`config.mk`:
```
export PLATFORM = sky130hd
export DESIGN_NAME = gpa_port
export DESIGN_NICKNAME = d
export VERILOG_FILES = /design/src/pkg/gpa_pkg.sv /design/src/logic/gpa_port.sv
export SDC_FILE = /design/constraint.sdc
export NUM_CORES = 1
export LEC_CHECK = 0
export ABC_AREA = 1
export BUFFER_PORTS_ARGS = -buffer_cell sky130_fd_sc_hd__buf_4
export CAP_MARGIN = 10
export CORE_MARGIN = 2
export CORE_UTILIZATION = 50
export DETAILED_ROUTE_END_ITERATION = 7
export HOLD_SLACK_MARGIN = 0.05
export PLACE_DENSITY = 0.91
export RECOVER_POWER = 25
export SYNTH_ARGS = -nofsm -noshare
export SYNTH_HDL_FRONTEND = slang
export SYNTH_SLANG_ARGS = --single-unit
```
`constraint.sdc`:
```
create_clock -name clk -period 1.7 [get_ports clk]
set_clock_uncertainty 0.15 [all_clocks]
set_input_delay 0.34 -clock clk [delete_from_list [all_inputs] [get_ports clk]]
set_output_delay 0.34 -clock clk [all_outputs]
set_load 0.1 [all_outputs]
```
`src/pkg/gpa_pkg.sv`:
```
// Functional notes
// - port register bits 7:4 ignore writes; they read as zero here
// - data read of an input pin returns the sampled pin level
// - data read of an output pin returns the last written latch value
// - data writes latch all four bits; output pins drive their latch
// - reset clears the data latch, makes pins inputs, pulls off
// - direction 0 is input with driver off, 1 drives and reads the latch
// - pull enable turns the pin pull on, but never while the pin is an output
// - slew enable limits output slew, no effect on input pins
// - drive select picks low or high drive, no effect on input pins
// - interrupt flag at bit 3 reads set after detection, writes ignored
// - writing 1 to acknowledge bit 2 clears the flag; it reads 0
// - interrupt enable bit 1 gates the interrupt request
// - mode bit 0 selects edge only or edge and level detection
// - edges detected synchronously: deasserted one cycle, asserted the next
// - in level mode acknowledge leaves the flag set while a pin is asserted
// - edge select 0: falling/low with pull-up; 1: rising/high with pull-down
// - pin select 1 makes its pin an interrupt source, 0 excludes it
package gpa_pkg;
  localparam int unsigned GPA_PINS = 4;
  localparam int unsigned GPA_REG_W = 8;
  localparam logic [4:0] GPA_OFS_DATA = 5'h00;
  localparam logic [4:0] GPA_OFS_DIR = 5'h04;
  localparam logic [4:0] GPA_OFS_PULL = 5'h08;
  localparam logic [4:0] GPA_OFS_SLEW = 5'h0c;
  localparam logic [4:0] GPA_OFS_DRIVE = 5'h10;
  localparam logic [4:0] GPA_OFS_SC = 5'h14;
  localparam logic [4:0] GPA_OFS_PINSEL = 5'h18;
  localparam logic [4:0] GPA_OFS_EDGESEL = 5'h1c;
  localparam int unsigned GPA_SC_MODE = 0;
  localparam int unsigned GPA_SC_IE = 1;
  localparam int unsigned GPA_SC_ACK = 2;
  localparam int unsigned GPA_SC_FLAG = 3;
  localparam logic [3:0] GPA_RST_NIB = 4'h0;
  localparam logic [31:0] GPA_RD_UNMAPPED = 32'h0000_0000;

  typedef enum logic [1:0] {
    GPA_BUS_IDLE = 2'b00,
    GPA_BUS_ACK = 2'b01
  } gpa_bus_t;

  typedef struct packed {
    logic [3:0] data;
    logic [3:0] dir;
    logic [3:0] pull;
    logic [3:0] slew;
    logic [3:0] drive;
    logic [3:0] pinsel;
    logic [3:0] edgesel;
    logic mode;
    logic ie;
    logic flag;
  } gpa_cfg_t;

  typedef struct packed {
    logic [3:0] out;
    logic [3:0] oe;
    logic [3:0] pull_en;
    logic [3:0] pull_up;
    logic [3:0] slew;
    logic [3:0] drive;
  } gpa_pad_t;

  typedef struct packed {
    gpa_cfg_t cfg;
    gpa_pad_t pad;
    logic [3:0] pin_s;
    logic [3:0] act_prev;
    gpa_bus_t bus;
    logic [31:0] rdata;
    logic irq;
  } gpa_state_t;
endpackage

```
`src/logic/gpa_port.sv`:
```
// Added by the designer: register access over Avalon-MM and the placing of the registers.
`timescale 1ns/1ps
module gpa_port import gpa_pkg::*; (
  // clock and reset
  input wire logic clk,
  input wire logic rst_n,
  // avalon-mm slave
  input wire logic [4:0] avs_address,
  input wire logic avs_read,
  input wire logic avs_write,
  input wire logic [31:0] avs_writedata,
  input wire logic [3:0] avs_byteenable,
  output logic [31:0] avs_readdata,
  output logic avs_waitrequest,
  // pins
  input wire logic [3:0] pin_in,
  output gpa_pad_t pad,
  // interrupt
  output logic irq
);

  gpa_state_t s_q;
  gpa_state_t s_d;

  function automatic logic [31:0] nib(input logic [3:0] v);
    return {28'h0000000, v};
  endfunction

  always_comb begin
    logic [3:0] act;
    logic [3:0] edge_hit;
    logic level_hit;
    logic det;
    logic ack;
    logic wr;
    logic [3:0] wn;
    act = '0;
    edge_hit = '0;
    level_hit = 1'b0;
    det = 1'b0;
    ack = 1'b0;
    wr = 1'b0;
    wn = avs_writedata[3:0];
    s_d = s_q;
    // active-level view of each enabled pin
    act = s_q.cfg.pinsel & ~(s_q.pin_s ^ s_q.cfg.edgesel);
    edge_hit = act & ~s_q.act_prev;
    level_hit = s_q.cfg.mode & (|act);
    det = (|edge_hit) | level_hit;
    s_d.pin_s = pin_in;
    s_d.act_prev = act;
    s_d.bus = GPA_BUS_IDLE;
    s_d.rdata = GPA_RD_UNMAPPED;
    if ((avs_read || avs_write) && s_q.bus == GPA_BUS_IDLE) begin
      s_d.bus = GPA_BUS_ACK;
      if (avs_read) begin
        unique case (avs_address)
          GPA_OFS_DATA: s_d.rdata = nib((s_q.cfg.dir & s_q.cfg.data)
            | (~s_q.cfg.dir & s_q.pin_s));
          GPA_OFS_DIR: s_d.rdata = nib(s_q.cfg.dir);
          GPA_OFS_PULL: s_d.rdata = nib(s_q.cfg.pull);
          GPA_OFS_SLEW: s_d.rdata = nib(s_q.cfg.slew);
          GPA_OFS_DRIVE: s_d.rdata = nib(s_q.cfg.drive);
          GPA_OFS_SC: s_d.rdata = nib({s_q.cfg.flag, 1'b0, s_q.cfg.ie,
            s_q.cfg.mode});
          GPA_OFS_PINSEL: s_d.rdata = nib(s_q.cfg.pinsel);
          GPA_OFS_EDGESEL: s_d.rdata = nib(s_q.cfg.edgesel);
          default: s_d.rdata = GPA_RD_UNMAPPED;
        endcase
      end
    end
    // a write lands at the edge that ends its acknowledge cycle, one edge after its wait state ends
    wr = avs_write & avs_byteenable[0] & (s_q.bus == GPA_BUS_ACK);
    if (wr) begin
        unique case (avs_address)
          GPA_OFS_DATA: s_d.cfg.data = wn;
          GPA_OFS_DIR: s_d.cfg.dir = wn;
          GPA_OFS_PULL: s_d.cfg.pull = wn;
          GPA_OFS_SLEW: s_d.cfg.slew = wn;
          GPA_OFS_DRIVE: s_d.cfg.drive = wn;
          GPA_OFS_SC: begin
            s_d.cfg.ie = wn[GPA_SC_IE];
            s_d.cfg.mode = wn[GPA_SC_MODE];
            ack = wn[GPA_SC_ACK];
          end
          GPA_OFS_PINSEL: s_d.cfg.pinsel = wn;
          GPA_OFS_EDGESEL: s_d.cfg.edgesel = wn;
          default: ack = 1'b0;
        endcase
      end
    // flag: detection wins over acknowledge; level mode holds flag while asserted
    if (det) begin
      s_d.cfg.flag = 1'b1;
    end else if (ack) begin
      s_d.cfg.flag = 1'b0;
    end
    s_d.pad.oe = s_d.cfg.dir;
    s_d.pad.out = s_d.cfg.data;
    s_d.pad.pull_en = s_d.cfg.pull & ~s_d.cfg.dir;
    s_d.pad.pull_up = ~s_d.cfg.edgesel;
    s_d.pad.slew = s_d.cfg.slew & s_d.cfg.dir;
    s_d.pad.drive = s_d.cfg.drive & s_d.cfg.dir;
    s_d.irq = s_d.cfg.flag & s_d.cfg.ie;
  end

  always_ff @(posedge clk or negedge rst_n) begin
    if (!rst_n) begin
      s_q <= '0;
    end else begin
      s_q <= s_d;
    end
  end

  assign avs_readdata = s_q.rdata;
  assign avs_waitrequest = ~(s_q.bus == GPA_BUS_ACK);
  assign pad = s_q.pad;
  assign irq = s_q.irq;
endmodule // gpa_port

```
==> Word level (Yosys, flattened, before mapping) <==
Index checks and enable logic that the tools add are counted.
W data, S select, Z words.
{ "word_totals": {"regBits": 89, "inputBits": 49, "output_inout_bits": 58, "elab_cells": 71} }
{ "classes": {"n_eq_ne": 8, "n_mux": 15, "bitwise": 20, "n_reduce_logical": 9} }
{ "ops": {"columns": ["cell", "count"], "rows": [
  ["$mux W33", 1],
  ["$pmux W4 S8", 1],
  ["$and A4 B4 Y4", 7],
  ["$mux W4", 7],
  ["$mux W26", 1],
  ["$eq A5 B5 Y1 const B", 4],
  ["$not A4 Y4", 5],
  ["$eq A5 B4 Y1 const B", 2],
  ["$reduce_or A4 Y1", 2],
  ["$reduce_and A2 Y1", 3],
  ["$eq A5 B3 Y1 const B", 1],
  ["$logic_not A5 Y1", 1],
  ["$and A1 B1 Y1", 4],
  ["$mux W1", 4],
  ["$or A4 B4 Y4", 1],
  ["$xor A4 B4 Y4", 1],
  ["$logic_not A2 Y1", 1],
  ["$mux W2", 1],
  ["$eq A1 B1 Y1 const B", 1],
  ["$logic_and A1 B1 Y1", 1],
  ["$logic_or A1 B1 Y1", 1],
  ["$not A1 Y1", 1],
  ["$or A1 B1 Y1", 1]
]} }

==> Longest topological paths before layout <==
Gate-level depths: netlist of the first run.
{ "depth": {"word_depth": 8, "depth_mapped": 9} }

==> Worst setup path before layout of the first run <==
OpenSTA, ideal clock, no wires.
{ "synth_path": {"kind": "flip-flop to flip-flop", "start": "reg s_q[33] (netlist name)", "end": "reg s_q (netlist bit avs_readdata[0])", "setup_ns": 0.080, "t_arrival_ns": 1.401, "t_required_ns": 1.470, "slack_ns": 0.068, "stages_incl_launch_ff": 4, "cell_sequence": "dfrtp_1 -> inv_1 -> nand3_1 -> a21oi_1"} }
{ "synth_rtl": {"columns": ["item", "line_no", "rtl"], "rows": [
  ["start: declaration", "gpa_port.sv:22", "gpa_state_t s_q;"],
  ["start signal: assignment", "gpa_port.sv:108", "s_q <= '0;"],
  ["start signal: assignment", "gpa_port.sv:110", "s_q <= s_d;"]
]} }

==> Worst setup path in the final report of the first run <==
{ "layout_path": {"start": "reg s_q[33] (netlist name)", "end": "out avs_waitrequest"} }
{ "layout_between": {"elab_chain_len": 2} }
{ "layout_lines": {"columns": ["item", "line_no", "rtl"], "rows": [
  ["$eq A1 B1 Y1", "gpa_port.sv:115", "assign avs_waitrequest = ~(s_q.bus == GPA_BUS_ACK);"],
  ["$not A1 Y1", "gpa_port.sv:115", null],
  ["end: declaration", "gpa_port.sv:14", "output logic avs_waitrequest,"]
]} }
No other way between the ends.

==> metrics.md, run 1 <==
| Metric | Value |
|---|---|
| Outcome | finished clean |
| Root buf cell | clkbuf_8 |
| CTS sink cnt | 61 |
| CP peak stage delay | 420 ps |
| Clock period minus worst slack | 1622 ps |
| Post-synth top area share | 0.4931 |
| Cells along the critical path | inv_1 > buf_4 |
| DRT antenna net count | 0 |
| Fin crit share | 0.9540 |
| Drt first pass iters | 5 |
| Violation count after the first detailed-routing iteration | 198 |
| Initial antenna violation count | 0 |
| Static Leak | 1.922 nW |
| Drt total wl | 6503 µm |
| Ratio of cells with drive above 1 in the final layout | 0.2409 |
| Starting Density | 0.5197 |
| Num CTS Buffers | 9 |
| Die Width | 82.68 µm |
| DR vias | 2369 |
| RSZ-0062 raised after global routing | no |
| Layout area overhead | 14.35% |
| Drt via density | 4.874 |
| Total Routing Usage GR | 0.2069 |
| Die Footprint | 6836 µm² |
| Hold violation count in the final report | 0 |
| Synth Cell Area | 3095 µm² |
| CP max FO | 3 |
| Synthesized flop and latch total | 61 |
| Register area share after synthesis | 0.4931 |
| Max-cap check violation count | 0 |
| # setup viols final | 0 |
| Core Region | 5956 µm² |
| Ports | 107 |
| Worst-Skew Late Latency | 340 ps |
| CTS resizes | 0 |
| Nets | 456 |
| Power per cell area | 1159 nW/µm² |
| Worst Path Required | 1210 ps |
| Worst setup margin | 78.16 ps |
| CTS clock-pin slew for the worst setup and hold paths | 60 ps |
| Post-DP HPWL | 4908 µm |
| Hold/Removal Path Class | primary input to register |
| Fmax | 0.6166 GHz |
| H-tree depth | 3 |
| Syn avg cell area | 8.551 µm² |
| Clk buf depth | 2 |
| Number of diodes | 0 |
| CTS tree | built |
| CP Capture Type | primary output |
| Netlist cell types | 22 |
| Slew headroom | 0.6077 |
| Routed WL per cell | 13.38 µm |
| Critical path arrival | 1130 ps |
| Total grt overflow | 0 |
| Crit Path Category | register to primary output |
| Site row count | 28 |
| Largest net degree at the start of global routing | 40 |
| Syn Inst Count | 362 |
| Die height | 82.68 µm |
| Port Buf Inserts | 47 |
| DRC | 0 |
| Fin Hold WS | 94.53 ps |
| Critical path startpoint category | register |
| Slowest-stage cell, CP | dfrtp_1 |
| Post-synth top area cell | dfrtp_1 |
| Least-Margin Pin Slew | 588.4 ps |
| Final GP Congestion | 0.9846 |
| Vias in the first global route | 2261 |
| Synth area leaders | dfrtp_1 (49%), buf_4 (14%), inv_1 (6.5%) |
| Peak VDD IR | 0.5999 mV |
| Setup TNS Final | 0 ps |
| Slew Limit Fails | 0 |
| Ys Warns | 0 |
| First-pass GRT wire length | 10160 µm |
| Pre-CTS WS | -62.77 ps |
| Setup bufs post-CTS | 0 |
layer usage:
layer  global-route usage  share of wire  up-vias
met3              0.06304          0.089       18
li1                     -              -     1141
met5                    0              0        -
met4               0.1262          0.029        0
met2               0.3250           0.48      112
met1               0.2495           0.40     1098
worst paths after layout:
kind	start	end	slack [ps]	depth (start not counted)
min	avs_writedata[3]	pad[11]	90	2
max in group asynchronous	rst_n	s_q[74]	270	3
max	s_q[33]	avs_waitrequest	80	2
min in group asynchronous	rst_n	pad[6]	390	2
min reg2reg	s_q[33]	s_q[33]	370	1
max reg2reg	s_q[33]	pad[7]	190	5
flip-flops by register name, indices dropped and copies added (netlist names):
name and flops:
s_q 32, irq 1, avs_readdata 4, pad 24
report_power, final:
group / internal, mW / switching (mW)
clock: 0.639 / 0.501
combinational: 0.225 / 1.06
sequential: 1.59 / 0.0908
metrics by stage:
stage	power (mW)	cell area [µm²]	util	cells
after floorplan	2.844	3197	-	389
after detailed placement	2.983	3323	0.5580	466
after CTS	4.148	3551	0.5962	486
after global routing	4.269	3540	0.5943	486
after global placement	2.957	3323	0.5580	466
final	4.104	3540	0.5943	486
area by class of cell:
type | instances | area (µm²)
Fill cell | 521 | 2416
Sequential cell | 61 | 1526
Multi-Input combinational cell | 209 | 1007
Timing Repair Buffer | 66 | 509.2
Inverter | 60 | 225.2
Clock buffer | 14 | 172.7
Tap cell | 75 | 93.84
Clock inverter | 1 | 5.005
worst max-delay path: cells and delay by family, from the launching register on:
| kind | cells | cell delay [ps] |
|---|---|---|
| buffers and inverters | 2 | 380 |
| DFF | 1 | 420 |
synth_stat cells:
cell type,instances
nor2_8,2
buf_2,2
a21oi_1,9
nor2_2,4
nand4_1,14
dfrtp_1,61
nand3_1,15
inv_2,6
conb_1,1
nor2_1,33
nand2_4,1
o21ai_2,4
inv_1,54
o21ai_0,32
o21ai_1,4
nand2_2,4
buf_4,57
a21oi_2,1
nand3_4,1
nand3_2,2
nand2_1,54
nor3_1,1
timing repair:
item / in CTS / in global routing
endpoints found under the hold margin: 26 / 0
hold buffers: 5 / 0
setup endpoints to repair: 0 / 0
placed cells by master (no fill, tap or decap), drive strengths merged:
master | Yosys | final
dfrtp | 61 | 61
inv | 60 | 60
nand2 | 59 | 59
buf | 59 | 56
o21ai | 40 | 40
nor2 | 39 | 39
conb | 1 | 28
clkbuf | 0 | 19
nand3 | 18 | 18
nand4 | 14 | 14
a21oi | 10 | 10
dlygate4sd3 | 0 | 5
nor3 | 1 | 1
clkinv | 0 | 1
kinds of logic after synthesis:
kind of cell | share of synthesized area
AOI/OAI and AO/OA | 0.08690
buffers and inverters | 0.2142
DFF | 0.4931
other | 0.001211
and+or+nand+nor | 0.2045
(Power assumes the default switching activity.)
==> run 2, diff against run 1 <==
Settings changed: PLACE_DENSITY 0.91 to 0.8.
==> run 2 against run 1 <==
- hold slack got worse by 6.1 ps
- clock power rose by 19%
- count of clock-buffer cells in the layout fell by 3
- critical path depth did not move
- sequential power barely moved
- routed wire length fell by 3.5%
- combinational power barely moved
- critical path type unchanged
- sequential share of layout area fell by 0.70 points
==> metrics.md, run 2 (same netlist as run 1, synthesis figures left out) <==
| Metric | Value |
|---|---|
| Outcome | finished clean |
| GR met1 Demand/Resource | 0.2657 |
| Most frequent cells in the layout | dfrtp_1 (61), buf_4 (59), inv_1 (54), nand2_1 (54), nor2_1 (33) |
| Post-DP HPWL | 4717 µm |
| RSZ-0062 raised after global routing | no |
| Vias in the first global route | 2169 |
| DRT antenna net count | 0 |
| Die Footprint | 6836 µm² |
| Sw Ratio | 0.3894 |
| Ratio of cells with drive above 1 in the final layout | 0.2500 |
| Setup bufs post-CTS | 0 |
| Worst Setup SP | s_q[33] |
| Die height | 82.68 µm |
| Multi-input gate area | 1007 µm² |
| DR vias | 2349 |
| Register area | 1526 µm² |
| Site row count | 28 |
| Layout area overhead | 16.25% |
| Drt first pass iters | 4 |
| Number of flip-flops in the largest register | 32 |
| Root buf cell | clkbuf_8 |
| Die Width | 82.68 µm |
| Worst setup endpoint | avs_waitrequest |
| CTS tree | built |
| Starting Density | 0.5197 |
| Reg2reg end | pad[2] |
| Reg2Reg Setup Slack | 180 ps |
| Worst Path Required | 1210 ps |
| Met2 Usage GRT | 0.3097 |
| Initial antenna violation count | 0 |
| Busiest grt layer | met2 |
| Internal power | 2.638 mW |
| Commonest non-fill, non-tap cell in the layout | dfrtp_1 |
| First-pass GRT wire length | 10060 µm |
| Fill cell count | 538 |
| Least-Margin Pin Slew | 733.7 ps |
| Hold violation count in the final report | 0 |
| Dpl cells | 470 |
| Nets | 460 |
| Critical path startpoint category | register |
| Total Routing Usage GR | 0.2052 |
| H-tree depth | 3 |
| Register share of total power | 0.389 |
| Register bank with the most flops | s_q |
| CP max FO | 3 |
| Fin crit share | 0.9519 |
| DRC | 0 |
| Pre-CTS WS | -47.64 ps |
| Fmax | 0.6180 GHz |
| Static Leak | 1.957 nW |
| Slew headroom | 0.5109 |
| Power per cell area | 1201 nW/µm² |
| GRT met3 Usage | 0.05543 |
| CTS sink cnt | 61 |
| Num CTS Buffers | 9 |
| Worst-Skew Late Latency | 340 ps |
| Worst R2R Path Depth | 7 |
| Design Power | 4.321 mW |
| CTS clock-pin slew for the worst setup and hold paths | 70 ps |
| WHS Path Cells | 2 |
| Non-Filler Instances | 491 |
| Core Region | 5956 µm² |
| Worst r2r src | s_q[33] |
| Drt total wl | 6278 µm |
| Port Buf Inserts | 47 |
| Routed WL per cell | 12.79 µm |
| Drt via density | 4.784 |
| Clk buf depth | 2 |
| Crit Path Category | register to primary output |
| Total grt overflow | 0 |
| Clock period minus worst slack | 1618 ps |
| Gate power share | 0.296 |
| CP Capture Type | primary output |
| Slew Limit Fails | 0 |
| Hold/Removal Path Class | primary input to register |
| Max-cap check violation count | 0 |
| Net Sw Power | 1.683 mW |
| Clock power frac | 0.315 |
| Ports | 107 |
| Number of diodes | 0 |
| Critical path arrival | 1130 ps |
| Peak VDD IR | 0.6760 mV |
| Setup TNS Final | 0 ps |
| Final GP Congestion | 0.9425 |
| Worst setup margin | 81.77 ps |
| # setup viols final | 0 |
| Violation count after the first detailed-routing iteration | 114 |
| Largest net degree at the start of global routing | 34 |
run 2: how the worst min path moves through the flow:
stage,startpoint,to
global placement,rst_n,pad[8]
detailed placement,rst_n,pad[8]
CTS,avs_writedata[0],pad[8]
finish,avs_writedata[0],pad[8]
floorplan,rst_n,avs_readdata[0]
global route,avs_writedata[1],pad[9]
run 2: area by class of cell:
type,count,area share
Clock inverter,5,0.02086
Multi-Input combinational cell,209,0.2799
Inverter,60,0.06259
Tap cell,75,0.02608
Sequential cell,61,0.4242
Clock buffer,11,0.03651
Timing Repair Buffer,70,0.1499
run 2: timing repair:
action / 4_1_cts / 5_1_grt
endpoints found under the hold margin: 32 / 0
hold buffers: 5 / 0
resized for setup: 0 / 0
run 2: through the flow:
stage / utilization / area, µm² / hold WS (ps)
floorplan: - / 3197 / -105.6
global placement: 0.5630 / 3353 / 140.8
detailed placement: 0.5630 / 3353 / 145.0
CTS: 0.6061 / 3610 / 80.12
global route: 0.6042 / 3598 / 95.05
finish: 0.6042 / 3598 / 88.43
run 2: power groups by stage:
stage	clock [mW]	combinational [mW]	sequential, mW
floorplan	0	1.14	1.70
finish	1.36	1.28	1.68
detailed placement	0	1.28	1.70
global placement	0	1.26	1.70
CTS	1.40	1.29	1.68
global route	1.45	1.35	1.69
run 2: metal layers:
layer,part of all wire,vias to the layer above
li1,-,1148
met1,0.41,1075
met2,0.47,106
met3,0.084,20
met4,0.032,0
met5,0,-
run 2: critical path, stage by stage (launching register included):
cell and delay [ps]:
dfrtp_1 420, inv_1 90, buf_4 290
